### config.mk
export PLATFORM = sky130hd
export DESIGN_NAME = soft_cpu_arch_state_regs
export DESIGN_NICKNAME = d
export VERILOG_FILES = /design/src/arch_state_pkg.sv /design/src/fault_if.sv /design/src/gpr_file.sv /design/src/fault_capture.sv /design/src/soft_cpu_arch_state_regs.sv
export SDC_FILE = /design/constraint.sdc
export NUM_CORES = 1
export LEC_CHECK = 0
export BUFFER_PORTS_ARGS = -buffer_cell sky130_fd_sc_hd__buf_4
export CORE_MARGIN = 8
export CORE_UTILIZATION = 45
export DETAILED_ROUTE_END_ITERATION = 16
export HOLD_SLACK_MARGIN = 0.1
export PLACE_DENSITY = 0.67
export SYNTH_ARGS = -nofsm -noshare
export SYNTH_HDL_FRONTEND = slang
export SYNTH_SLANG_ARGS = --single-unit
### constraint.sdc
create_clock -name ref_clk -period 6.7 [get_ports ref_clk]
set_input_delay 1.34 -clock ref_clk [delete_from_list [all_inputs] [get_ports ref_clk]]
set_output_delay 1.34 -clock ref_clk [all_outputs]
set_load 0.005 [all_outputs]
### src/arch_state_pkg.sv
// constants, field positions and cause codes for the architectural state block
// assumes 32-bit words numbered big-endian: bit 0 is the most significant bit
package arch_state_pkg;
	// special register selector codes
	localparam logic [15:0] SEL_PC = 16'h0000;
	localparam logic [15:0] SEL_MSR = 16'h0001;
	localparam logic [15:0] SEL_EAR = 16'h0003;
	localparam logic [15:0] SEL_ESR = 16'h0005;
	// status register field positions, big-endian numbering
	localparam int CC_B = 0;
	localparam int VMS_B = 17;
	localparam int VM_B = 18;
	localparam int UMS_B = 19;
	localparam int UM_B = 20;
	localparam int PVR_B = 21;
	localparam int EIP_B = 22;
	localparam int EE_B = 23;
	localparam int DCE_B = 24;
	localparam int DZO_B = 25;
	localparam int ICE_B = 26;
	localparam int STE_B = 27;
	localparam int BIP_B = 28;
	localparam int C_B = 29;
	localparam int IE_B = 30;
	localparam int RSV_B = 31;
	// fault status field positions
	localparam int DS_B = 19;
	localparam int WACC_B = 20;
	localparam int EC_LO = 27;
	localparam int EC_HI = 31;
	// reset values, and the register file's configuration load value
	localparam logic [0:31] PC_RST = 32'h00000000;
	localparam logic [0:31] MSR_RST = 32'h00000000;
	localparam logic [0:31] EAR_RST = 32'h00000000;
	localparam logic [0:31] ESR_RST = 32'h00000000;
	localparam logic [0:31] GPR_INIT = 32'h00000000;
	// registers loaded with return addresses, and the zero register
	localparam logic [4:0] INT_RET_REG = 5'h0e;
	localparam logic [4:0] BRK_RET_REG = 5'h10;
	localparam logic [4:0] EXC_RET_REG = 5'h11;
	localparam logic [4:0] ZERO_REG = 5'h00;
	// exception cause codes
	typedef enum logic [4:0] {
		CAUSE_STREAM = 5'h00,
		CAUSE_UNALIGN = 5'h01,
		CAUSE_ILLEGAL = 5'h02,
		CAUSE_IBUS = 5'h03,
		CAUSE_DBUS = 5'h04,
		CAUSE_DIVIDE = 5'h05,
		CAUSE_FPU = 5'h06,
		CAUSE_PRIV = 5'h07,
		CAUSE_DSTORE = 5'h10,
		CAUSE_ISTORE = 5'h11,
		CAUSE_DMISS = 5'h12,
		CAUSE_IMISS = 5'h13
	} cause_t;
	// stack protection shares the privileged code
	localparam logic [4:0] CAUSE_STACK = 5'h07;

	// causes that record the faulting address
	function automatic logic capturesAddr(input logic [4:0] c);
		return c == CAUSE_UNALIGN || c == CAUSE_DBUS || c[4];
	endfunction : capturesAddr
endpackage : arch_state_pkg

### src/fault_if.sv
// bundle carrying an exception event to the fault capture registers
// assumes one exception event per cycle at most
`timescale 1ns/100ps
interface fault_if;
	logic take;
	logic [4:0] cause;
	logic [0:31] addr;
	logic inDelay;
	logic wordAcc;
	logic [0:31] fault_address;
	logic [0:31] fault_status;
	modport core (output take, cause, addr, inDelay, wordAcc, input fault_address, fault_status);
	modport capt (input take, cause, addr, inDelay, wordAcc, output fault_address, fault_status);
endinterface : fault_if

### src/gpr_file.sv
// thirty-two word general register file, one write and two read ports
// assumes contents come from configuration load and are never reset
`timescale 1ns/100ps
module gpr_file (
	input wire logic ref_clk,
	input wire logic rstn,
	input wire logic [4:0] rdAddrA,
	input wire logic [4:0] rdAddrB,
	output logic [0:31] rdDataA,
	output logic [0:31] rdDataB,
	input wire logic wrEn,
	input wire logic [4:0] wrAddr,
	input wire logic [0:31] wrData
);
	logic [0:31] mem [0:31];

	// contents set at configuration load only
	initial begin
		for (int i = 0; i < 32; i++) begin
			mem[i] = arch_state_pkg::GPR_INIT;
		end
	end

	// writes to the zero register are dropped
	always_ff @(posedge ref_clk) begin
		if (wrEn && wrAddr != arch_state_pkg::ZERO_REG) begin
			mem[wrAddr] <= wrData;
		end
	end

	// registered reads, the zero register forced to zero
	always_ff @(posedge ref_clk or negedge rstn) begin
		if (!rstn) begin
			rdDataA <= '0;
			rdDataB <= '0;
		end else begin
			rdDataA <= (rdAddrA == arch_state_pkg::ZERO_REG) ? '0 : mem[rdAddrA];
			rdDataB <= (rdAddrB == arch_state_pkg::ZERO_REG) ? '0 : mem[rdAddrB];
		end
	end
endmodule : gpr_file

### src/fault_capture.sv
// fault address and fault status registers
// assumes the core only raises take for an accepted exception
`timescale 1ns/100ps
module fault_capture (
	input wire logic ref_clk,
	input wire logic rstn,
	fault_if.capt flt
);
	logic [0:31] ear_q;
	logic [0:31] esr_q;

	// address captured only for address-bearing causes
	always_ff @(posedge ref_clk or negedge rstn) begin
		if (!rstn) begin
			ear_q <= arch_state_pkg::EAR_RST;
		end else if (flt.take && arch_state_pkg::capturesAddr(flt.cause)) begin
			ear_q <= flt.addr;
		end
	end

	// status: delay slot, width flag for unaligned, cause code
	always_ff @(posedge ref_clk or negedge rstn) begin
		if (!rstn) begin
			esr_q <= arch_state_pkg::ESR_RST;
		end else if (flt.take) begin
			esr_q <= '0;
			esr_q[arch_state_pkg::DS_B] <= flt.inDelay;
			esr_q[arch_state_pkg::WACC_B] <= flt.wordAcc
				&& flt.cause == arch_state_pkg::CAUSE_UNALIGN;
			esr_q[arch_state_pkg::EC_LO:arch_state_pkg::EC_HI] <= flt.cause;
		end
	end

	assign flt.fault_address = ear_q;
	assign flt.fault_status = esr_q;
endmodule : fault_capture

### src/soft_cpu_arch_state_regs.sv
// architectural state of the soft processor: register file, program counter,
// machine status, fault address and fault status, with special register access
// assumes the execution pipeline drives all requests on ref_clk
`timescale 1ns/100ps
module soft_cpu_arch_state_regs #(
	parameter int MMU_CFG = 0,
	parameter bit HW_EXC_CFG = 1'b1,
	parameter bit DCACHE_CFG = 1'b1,
	parameter bit ICACHE_CFG = 1'b1,
	parameter bit DIV_CFG = 1'b1,
	parameter bit STREAM_CFG = 1'b1,
	parameter bit PVR_CFG = 1'b0
) (
	input wire logic ref_clk,
	input wire logic rstn,
	// general register ports
	input wire logic [4:0] rdAddrA,
	input wire logic [4:0] rdAddrB,
	output logic [0:31] rdDataA,
	output logic [0:31] rdDataB,
	input wire logic gprWrEn,
	input wire logic [4:0] gprWrAddr,
	input wire logic [0:31] gprWrData,
	// program counter
	input wire logic pcLoad,
	input wire logic [0:31] pcNext,
	output logic [0:31] pcValue,
	// special register access
	input wire logic mfsEn,
	input wire logic [15:0] rdSel,
	output logic [0:31] sprRdData,
	output logic sprRdValid,
	input wire logic mtsEn,
	input wire logic [15:0] wrSel,
	input wire logic [0:31] mtsData,
	input wire logic msrSetEn,
	input wire logic msrClrEn,
	input wire logic [0:31] msrMask,
	// arithmetic carry and status events
	input wire logic carryWrEn,
	input wire logic carryIn,
	input wire logic divFault,
	input wire logic streamErr,
	// interrupts, breaks and exceptions
	input wire logic intTaken,
	input wire logic brkTaken,
	input wire logic [0:31] retAddr,
	input wire logic excTaken,
	input wire logic [4:0] excCause,
	input wire logic [0:31] excAddr,
	input wire logic excInDelay,
	input wire logic excWordAcc,
	output logic excAllowed,
	// live status controls
	output logic carryEff,
	output logic interruptsOn,
	output logic exceptionsOn,
	output logic excActive,
	output logic breakActive,
	output logic userMode,
	output logic vmOn,
	output logic dcacheOn,
	output logic icacheOn
);
	logic [0:31] msr_q;
	logic [0:31] msr_d;
	logic [0:31] pc_q;
	logic [0:31] rdData_q;
	logic rdValid_q;
	logic [0:31] msrRd;
	logic mtsMsr;
	logic excOk;
	logic wrEn;
	logic [4:0] wrAddr;
	logic [0:31] wrData;

	// mask with only the carry bit set; unused, the writable bits come from WR_MASK
	function automatic logic [0:31] writableMask();
		logic [0:31] m;
		m = '0;
		m[C_B_()] = 1'b1;
		return m;
	endfunction : writableMask

	function automatic int C_B_();
		return arch_state_pkg::C_B;
	endfunction : C_B_

	localparam logic EXC_PRESENT = HW_EXC_CFG || MMU_CFG > 0;
	localparam logic [0:31] WR_MASK = {
		1'b0, 16'h0000,
		1'(MMU_CFG > 1), 1'(MMU_CFG > 1),
		1'(MMU_CFG > 0), 1'(MMU_CFG > 0),
		1'b0,
		EXC_PRESENT, EXC_PRESENT,
		DCACHE_CFG, DIV_CFG, ICACHE_CFG, STREAM_CFG,
		1'b1, 1'b1, 1'b1,
		1'b0
	};
	localparam logic [0:31] MSR_RST_V = arch_state_pkg::MSR_RST
		| ({32{PVR_CFG}} & (32'h80000000 >> arch_state_pkg::PVR_B));

	assign mtsMsr = mtsEn && wrSel == arch_state_pkg::SEL_MSR;

	// accepted exception: memory management causes bypass the enable
	assign excAllowed = EXC_PRESENT
		&& (msr_q[arch_state_pkg::EE_B] || excCause[4]);
	assign excOk = excTaken && EXC_PRESENT;

	// next status value: carry event first, then writes, other hardware events last so sets win
	always_comb begin
		msr_d = msr_q;
		if (carryWrEn) begin
			msr_d[arch_state_pkg::C_B] = carryIn;
		end
		if (mtsMsr) begin
			msr_d = (msr_q & ~WR_MASK) | (mtsData & WR_MASK);
		end else if (msrSetEn) begin
			msr_d = msr_q | (msrMask & WR_MASK);
		end else if (msrClrEn) begin
			msr_d = msr_q & ~(msrMask & WR_MASK);
		end
		if (excOk) begin
			msr_d[arch_state_pkg::EIP_B] = 1'b1;
		end
		if (brkTaken) begin
			msr_d[arch_state_pkg::BIP_B] = 1'b1;
		end
		if (divFault && DIV_CFG) begin
			msr_d[arch_state_pkg::DZO_B] = 1'b1;
		end
		if (streamErr && STREAM_CFG) begin
			msr_d[arch_state_pkg::STE_B] = 1'b1;
		end
		msr_d[arch_state_pkg::CC_B] = 1'b0;
		msr_d[arch_state_pkg::PVR_B] = PVR_CFG;
		msr_d[arch_state_pkg::RSV_B] = 1'b0;
	end

	// status register
	always_ff @(posedge ref_clk or negedge rstn) begin
		if (!rstn) begin
			msr_q <= MSR_RST_V;
		end else begin
			msr_q <= msr_d;
		end
	end

	// program counter, never written by special writes
	always_ff @(posedge ref_clk or negedge rstn) begin
		if (!rstn) begin
			pc_q <= arch_state_pkg::PC_RST;
		end else if (pcLoad) begin
			pc_q <= pcNext;
		end
	end

	// status as read: carry mirrored into bit 0
	always_comb begin
		msrRd = msr_q;
		msrRd[arch_state_pkg::CC_B] = msr_q[arch_state_pkg::C_B];
	end

	fault_if flt ();

	// special register reads, answered one cycle after the request
	always_ff @(posedge ref_clk or negedge rstn) begin
		if (!rstn) begin
			rdData_q <= '0;
			rdValid_q <= 1'b0;
		end else begin
			rdValid_q <= mfsEn;
			if (mfsEn) begin
				unique case (rdSel)
					arch_state_pkg::SEL_PC: rdData_q <= pc_q;
					arch_state_pkg::SEL_MSR: rdData_q <= msrRd;
					arch_state_pkg::SEL_EAR: rdData_q <= flt.fault_address;
					arch_state_pkg::SEL_ESR: rdData_q <= flt.fault_status;
					default: rdData_q <= '0;
				endcase
			end
		end
	end

	assign sprRdData = rdData_q;
	assign sprRdValid = rdValid_q;

	// carry visible at once for set and clear, otherwise from the register
	assign carryEff = (msrSetEn || msrClrEn) && !mtsMsr
		? msr_d[arch_state_pkg::C_B] : msr_q[arch_state_pkg::C_B];
	assign interruptsOn = msr_q[arch_state_pkg::IE_B];
	assign exceptionsOn = msr_q[arch_state_pkg::EE_B];
	assign excActive = msr_q[arch_state_pkg::EIP_B];
	assign breakActive = msr_q[arch_state_pkg::BIP_B];
	assign userMode = msr_q[arch_state_pkg::UM_B];
	assign vmOn = msr_q[arch_state_pkg::VM_B];
	assign dcacheOn = msr_q[arch_state_pkg::DCE_B];
	assign icacheOn = msr_q[arch_state_pkg::ICE_B];
	assign pcValue = pc_q;

	// fault capture feed
	assign flt.take = excOk;
	assign flt.cause = excCause;
	assign flt.addr = excAddr;
	assign flt.inDelay = excInDelay;
	assign flt.wordAcc = excWordAcc;

	fault_capture u_fault (
		.ref_clk(ref_clk),
		.rstn(rstn),
		.flt(flt.capt)
	);

	// register file write: return addresses take priority over the pipeline
	always_comb begin
		wrEn = gprWrEn;
		wrAddr = gprWrAddr;
		wrData = gprWrData;
		if (excOk && HW_EXC_CFG) begin
			wrEn = 1'b1;
			wrAddr = arch_state_pkg::EXC_RET_REG;
			wrData = retAddr;
		end else if (brkTaken) begin
			wrEn = 1'b1;
			wrAddr = arch_state_pkg::BRK_RET_REG;
			wrData = retAddr;
		end else if (intTaken) begin
			wrEn = 1'b1;
			wrAddr = arch_state_pkg::INT_RET_REG;
			wrData = retAddr;
		end
	end

	gpr_file u_gpr (
		.ref_clk(ref_clk),
		.rstn(rstn),
		.rdAddrA(rdAddrA),
		.rdAddrB(rdAddrB),
		.rdDataA(rdDataA),
		.rdDataB(rdDataB),
		.wrEn(wrEn),
		.wrAddr(wrAddr),
		.wrData(wrData)
	);
endmodule : soft_cpu_arch_state_regs

==> flow_summary.toml, run 1 <==
[outcome]
status = "complete, but fails checks"
violations = "max-capacitance violations"

[setup_path]
crit_required_ps = 5360
critical_path.max_fanout = 14
startpoint = "wrSel[1]"
worstPathArrival_ps = 3270
reg2reg_from = "u_gpr.mem[15][21]"
path_class = "primary input to output port"
endpoint_kind = "output port"
reg2regPathDepth = 4
start_kind = "primary input"

[global_routing]
grt_pass1_vias = 34600
gr-total-overflow = 0
grt_usage_pct = 25.8
use_met1_pct = 33.7
grt-busiest-layer = "met2"
grtUsageMet3_pct = 5.58
antenna_found_initial = 11
grt_use_met2_pct = 42.5
grt_pass1_wl_microns = 247000
grt_max_degree = 130

[detailed_routing]
drtIter0Drc = 4420
detail_route.wl_per_cell_microns = 34.9
vias = 32900
via_per_inst = 6.62
antenna_left = 0
postRouteWirelength_microns = 174000
dr.pass1.iters = 6
drc = 0

[power]
power_switching_w = 0.00402
power_frac_comb_pct = 9.0
p_seq_share_pct = 48.5
switching_share_pct = 22.9
leakagePower_nw = 21.5
total_power_w = 0.0176
powerDensity_nw_per_um2 = 276
peakVddDrop_mv = 0.256
p_int_w = 0.0136
p_clk_share_pct = 42.5

[placed_design]
place_congestion = 0.904
port_buffers = 351
dp.cells = 4732
dpl.hpwl_microns = 107000

[die]
die_area_sq_um = 132000
fp.dieH_microns = 363
core_area_sq_um = 120000
die-width_microns = 363
start_util_pct = 45.3
fp-row-count = 127
io_pins = 400

[synth]
netlist_top_cells_area = "edfxtp_1, mux4_2, dfrtp_1"
synth_top_area_share_pct = 56.7
synth_area_per_cell_sq_um = 18.9
synth_top_family_by_area = "multiplexers"
synth_cell_types = 57
synth_xor_area_share_pct = 0.0162
synth_cells = 2863
synth_fa_ha_area_share_pct = 0
syn_area_sq_um = 54200
synth_compound_area_share_pct = 5.67
synth.area.mux_share_pct = 24.5
seq_area_frac_synth_pct = 64.9
synthFlopType = "edfxtp_1"
synth-edff-count = 1024
yosysTopAreaCell = "edfxtp_1"
synth_simple_gate_area_share_pct = 2.61
ys_async_sr_fraction_pct = 14.7
ys_seq_elements = 1201
yosysWarnings = 0

[timing]
rsz0062_at_grt = "false"
final.period_utilization_pct = 68.8
tightest_slew_ps = 1460
drv_slew = 0
min_period_ps = 4610
slew_headroom_pct = 1.87
setup_violations = 0
hold_viol = 0
fin_skew_ps = 28.1
fmax_mhz = 217
tns_ps = 0

[flow_run]
drv_cap = 1

[clock_network]
cts_setup_buffers = 0
cts.clk_slew.worst_paths_ps = 50
cts_tree = "yes"
cts_hold_buf = 0
cts_resized = 0
cts_root_buf = "clkbuf_16"
cts_buffer_depth = 3
cts_inserted_buffers = 133
clock_sinks = 1201
htree_levels = 4
worstSkewPairLatency_ps = 760

[layout]
num-nets-final = 3516
drive_above_1_share_pct = 39.0
instances_no_fill = 4979
syn_to_final_growth_pct = 17.2
final_core_util_pct = 53.1

[min_path]
hp-class = "register to register"
min_from = "u_fault.flt.fault_status[29]"
hold_path_depth = 1
critical path: stages:
cell     delay, ps
buf_4          100
or4b_2         660
nor3_1         170
nand4_1        160
buf_4          230
o21ai_0        100
mux2_2         360
buf_4          140
registers in the layout, summed over array words and instances, names as in the netlist:
register	cells
u_fault.flt.fault_status	7
u_fault.flt.fault_address	32
u_gpr.mem	1024
u_gpr.rdDataB	32
u_gpr.rdDataA	32
sprRdValid	1
msr_q	9
pcValue	32
sprRdData	32
logic make-up after synthesis:
logic type | count (synthesis)
AND/OR/NAND/NOR | 250
multiplexers | 746
other | 1
flip-flops | 1201
buffers and inverters | 264
AO/OA/AOI/OAI | 400
XOR/XNOR | 1
routing by layer:
layer | vias to the layer above | share of wire [%]
met4 | 2 | 4.1
met2 | 2326 | 48
li1 | 12900 | -
met5 | - | 0.0075
met1 | 17300 | 37
met3 | 392 | 11
power groups by stage:
stage / clock network (W) / logic, W / registers, W
3_3_place_gp: 0 / 0.00154 / 0.00865
6_report: 0.00748 / 0.00158 / 0.00852
4_1_cts: 0.00753 / 0.00158 / 0.00852
5_1_grt: 0.00782 / 0.00166 / 0.00853
3_5_place_dp: 0 / 0.00158 / 0.00867
2_1_floorplan: 0 / 0.000883 / 0.00861
cell type report:
class                      instances  area [sq um]
fill                            9328         56100
sequential                      1201         35200
multi-input combinational       1431         18200
clock buffer                     183          3750
timing repair buffer             453          3540
tap                             1612          2020
clock inverter                    60           716
inverter                          35           131
antenna                            4          10.0
path summary, 6_finish.rpt:
| path | end | slack (ps) |
|---|---|---|
| setup / recovery | carryEff | 2090 |
| hold / removal | u_fault.flt.fault_status[29] | 510 |
| hold reg to reg | u_fault.flt.fault_status[29] | 510 |
| setup reg to reg | u_gpr.rdDataA[10] | 4140 |
| max in group asynchronous | u_gpr.rdDataB[0] | 4980 |
| min in group asynchronous | u_gpr.rdDataA[2] | 560 |
cell usage after synthesis, types with 3 or more instances:
cell type  number
a311oi_1        5
or2_2           3
a221oi_1       15
nor4_1         39
buf_1          22
nand4_1         3
a211oi_1       66
buf_4          12
nand2b_1        6
edfxtp_1     1024
a21oi_1        65
a22o_1         36
nor2b_1        78
mux2i_1       178
dfrtp_1       177
a22o_2          4
a22oi_1        61
o22ai_1        53
clkbuf_8        5
nor2_1         51
a222oi_1        5
mux4_2        453
nand3_1         8
o221ai_1       25
clkbuf_1      115
nand2_1        25
buf_12          3
and2_1          4
nand4b_1        3
nor4b_1         4
nor3_1         10
o21ai_0         3
or4_4           3
mux2_2        115
inv_1          35
o22ai_2        30
buf_2          68
a2111oi_0      26
per-stage QoR:
step	hold slack, ps	worst slack (ps)	instance area, sq um
after global placement	489	1910	59100
after global routing	523	2010	63500
final	508	2090	63600
after floorplan	480	2260	54300
after CTS	509	2100	63500
after detailed placement	497	1840	59100
cells in the final DEF (no fill, tap or decap), drive strengths merged, types with 4 or more instances in the layout:
cell | Yosys | final
a222oi | 5 | 5
nor2 | 52 | 52
a22oi | 61 | 61
clkbuf | 120 | 186
nor3 | 10 | 10
a21oi | 65 | 65
o22ai | 83 | 83
inv | 35 | 41
buf | 107 | 450
o21ai | 4 | 4
mux2 | 115 | 115
nand3 | 8 | 8
edfxtp | 1024 | 1024
nor2b | 78 | 78
mux2i | 178 | 178
nand2 | 25 | 25
or4 | 4 | 4
nand2b | 6 | 6
nor4 | 39 | 39
diode | 0 | 4
a2111oi | 26 | 26
and2 | 6 | 6
bufinv | 0 | 14
dfrtp | 177 | 177
o221ai | 25 | 25
a22o | 40 | 40
mux4 | 453 | 453
a211oi | 66 | 66
a311oi | 5 | 5
conb | 1 | 34
a221oi | 15 | 15
nor4b | 4 | 4
clkinv | 0 | 39
No activity file was read; power rests on OpenSTA's default activity.
==> run 2: changes to the inputs <==
==> constraint.sdc (replaced) <==
create_clock -name ref_clk -period 4.8 [get_ports ref_clk]
set_input_delay 0.96 -clock ref_clk [delete_from_list [all_inputs] [get_ports ref_clk]]
set_output_delay 0.96 -clock ref_clk [all_outputs]
set_load 0.005 [all_outputs]
==> run 2 against run 1 <==
Against the previous run:
- critical path type unchanged
- worst setup slack got worse by 1100 ps
- critical endpoint unchanged
- first-iteration DRC count up 8.8%
- the flow now finishes without violations
- core utilization increased by 0.061 points
- largest cell class unchanged
==> flow_summary.toml, run 2 (synthesis results as in run 1) <==
[clock_network]
cts_setup_buffers = 0
cts_root_buf = "clkbuf_16"
cts_inserted_buffers = 130
cts_buffer_depth = 3
htree_levels = 4
cts_tree = "yes"
worstSkewPairLatency_ps = 740
cts.clk_slew.worst_paths_ps = 50
cts_resized = 0
cts_hold_buf = 0
clock_sinks = 1201

[setup_path]
slowest_delay_ps = 660
path_depth = 8
cp-endpoint = "carryEff"
slowest_stage = "or4b_2"
crit_chain = "buf_4, or4b_2, nor3_1, nand4_1, buf_4, o21ai_0, mux2_2, buf_4"
r2r_end = "u_gpr.rdDataA[24]"
start_kind = "primary input"
path_class = "primary input to output port"
rrSetupSlack_ps = 2380
path_delay_family = "simple AND/OR/NAND/NOR gates"
endpoint_kind = "output port"
reg2reg_from = "u_gpr.mem[15][7]"
startpoint = "wrSel[1]"
cp_num_buf_inv = 3
path_common_cell = "buf_4"
crit_required_ps = 3840
reg2regPathDepth = 5
critical_path.max_fanout = 14
worstPathArrival_ps = 2840

[placed_design]
dpl.hpwl_microns = 107000
port_buffers = 351
placed_cell_area_sq_um = 59500
place_congestion = 0.919
dp_slack_ps = 908

[layout]
syn_to_final_growth_pct = 17.4
top_register = "u_gpr.mem"
seq_area_sq_um = 35200
layout_common_cells = "edfxtp_1, buf_4, mux4_2"
num-nets-final = 3552
fill_cells = 9287
drive_above_1_share_pct = 39.3
largest_reg_flops = 1024
multi_input_area_sq_um = 18200
layout_commonest_cell = "edfxtp_1"
fin_area_sq_um = 63600

[power]
peakVddDrop_mv = 0.419
powerDensity_nw_per_um2 = 374
p_clk_share_pct = 40.6
p_seq_share_pct = 50.0
power_switching_w = 0.00554
power_frac_comb_pct = 9.3
leakagePower_nw = 21.6
switching_share_pct = 23.3
p_int_w = 0.0182

[timing]
finalWorstSetupSlack_ps = 997
tightest_slew_ps = 1230
rsz0062_at_grt = "false"
final.period_utilization_pct = 79.2
setup_violations = 0
fin_skew_ps = 21.7
hold_viol = 0
drv_slew = 0
tns_ps = 0
min_period_ps = 3800
fmax_mhz = 263
slew_headroom_pct = 18.0

[global_routing]
grt_pass1_wl_microns = 247000
grt_max_degree = 84
grt_usage_pct = 25.9
antenna_found_initial = 5
grt_pass1_vias = 34400
gr-total-overflow = 0

[die]
die-width_microns = 363
core_area_sq_um = 120000
die_area_sq_um = 132000
start_util_pct = 45.3
io_pins = 400
fp-row-count = 127
fp.dieH_microns = 363

[detailed_routing]
postRouteWirelength_microns = 175000
drc = 0
antenna_left = 0
drtIter0Drc = 4811
via_per_inst = 6.64
vias = 33300
dr.pass1.iters = 5
detail_route.wl_per_cell_microns = 35.0

[flow_run]
drv_cap = 0

[outcome]
status = "complete, no violations"

[min_path]
hp-class = "primary input to async pin"
## run 2: cell count changes in the layout (fill, tap and decap cells not counted), moves of 5 or more
| cell | before | now |
|---|---|---|
| buf_12 | 8 | 21 |
| buf_4 | 438 | 464 |
| bufinv_16 | 14 | 4 |
| clkbuf_1 | 31 | 39 |
| clkbuf_8 | 18 | 11 |
| clkinvlp_4 | 1 | 6 |
## run 2: worst min path at each step
stage | endpoint | cells after the start
after floorplan | u_fault.flt.fault_address[22] | 1
after global placement | u_fault.flt.fault_address[9] | 1
after detailed placement | u_fault.flt.fault_address[12] | 1
after CTS | sprRdData[12] | 1
after global routing | sprRdData[26] | 1
final | sprRdData[12] | 1
## run 2: per-stage QoR
step                hold WS, ps  util [%]  total power [W]  instances
global placement            489      49.7           0.0143       4771
detailed placement          496      49.7           0.0143       4771
global route                305      53.2           0.0244       5010
floorplan                   480         -           0.0133       2896
CTS                         270      53.2           0.0239       5009
finish                      269      53.2           0.0238       5011
## run 2: layout make-up
class	count	share of cell area, %
Sequential cell	1201	55.3
Multi-Input combinational cell	1431	28.6
Timing Repair Buffer	492	6.28
Clock buffer	182	5.71
Tap cell	1612	3.17
Clock inverter	56	0.735
Inverter	35	0.206
Antenna cell	2	0.00787
## run 2: metal layers
| layer | track usage (%) | part of all wire, % |
|---|---|---|
| met1 | 34.5 | 37 |
| met5 | 0 | 0 |
| met3 | 6.61 | 12 |
| met4 | 11.4 | 4.6 |
| met2 | 40.6 | 46 |
## run 2: power by group through the flow
stage / registers, W / logic (W) / clock network, W
2_1_floorplan: 0.0120 / 0.00123 / 0
3_3_place_gp: 0.0121 / 0.00217 / 0
3_5_place_dp: 0.0121 / 0.00222 / 0
4_1_cts: 0.0119 / 0.00223 / 0.00980
5_1_grt: 0.0119 / 0.00234 / 0.0102
6_report: 0.0119 / 0.00222 / 0.00967
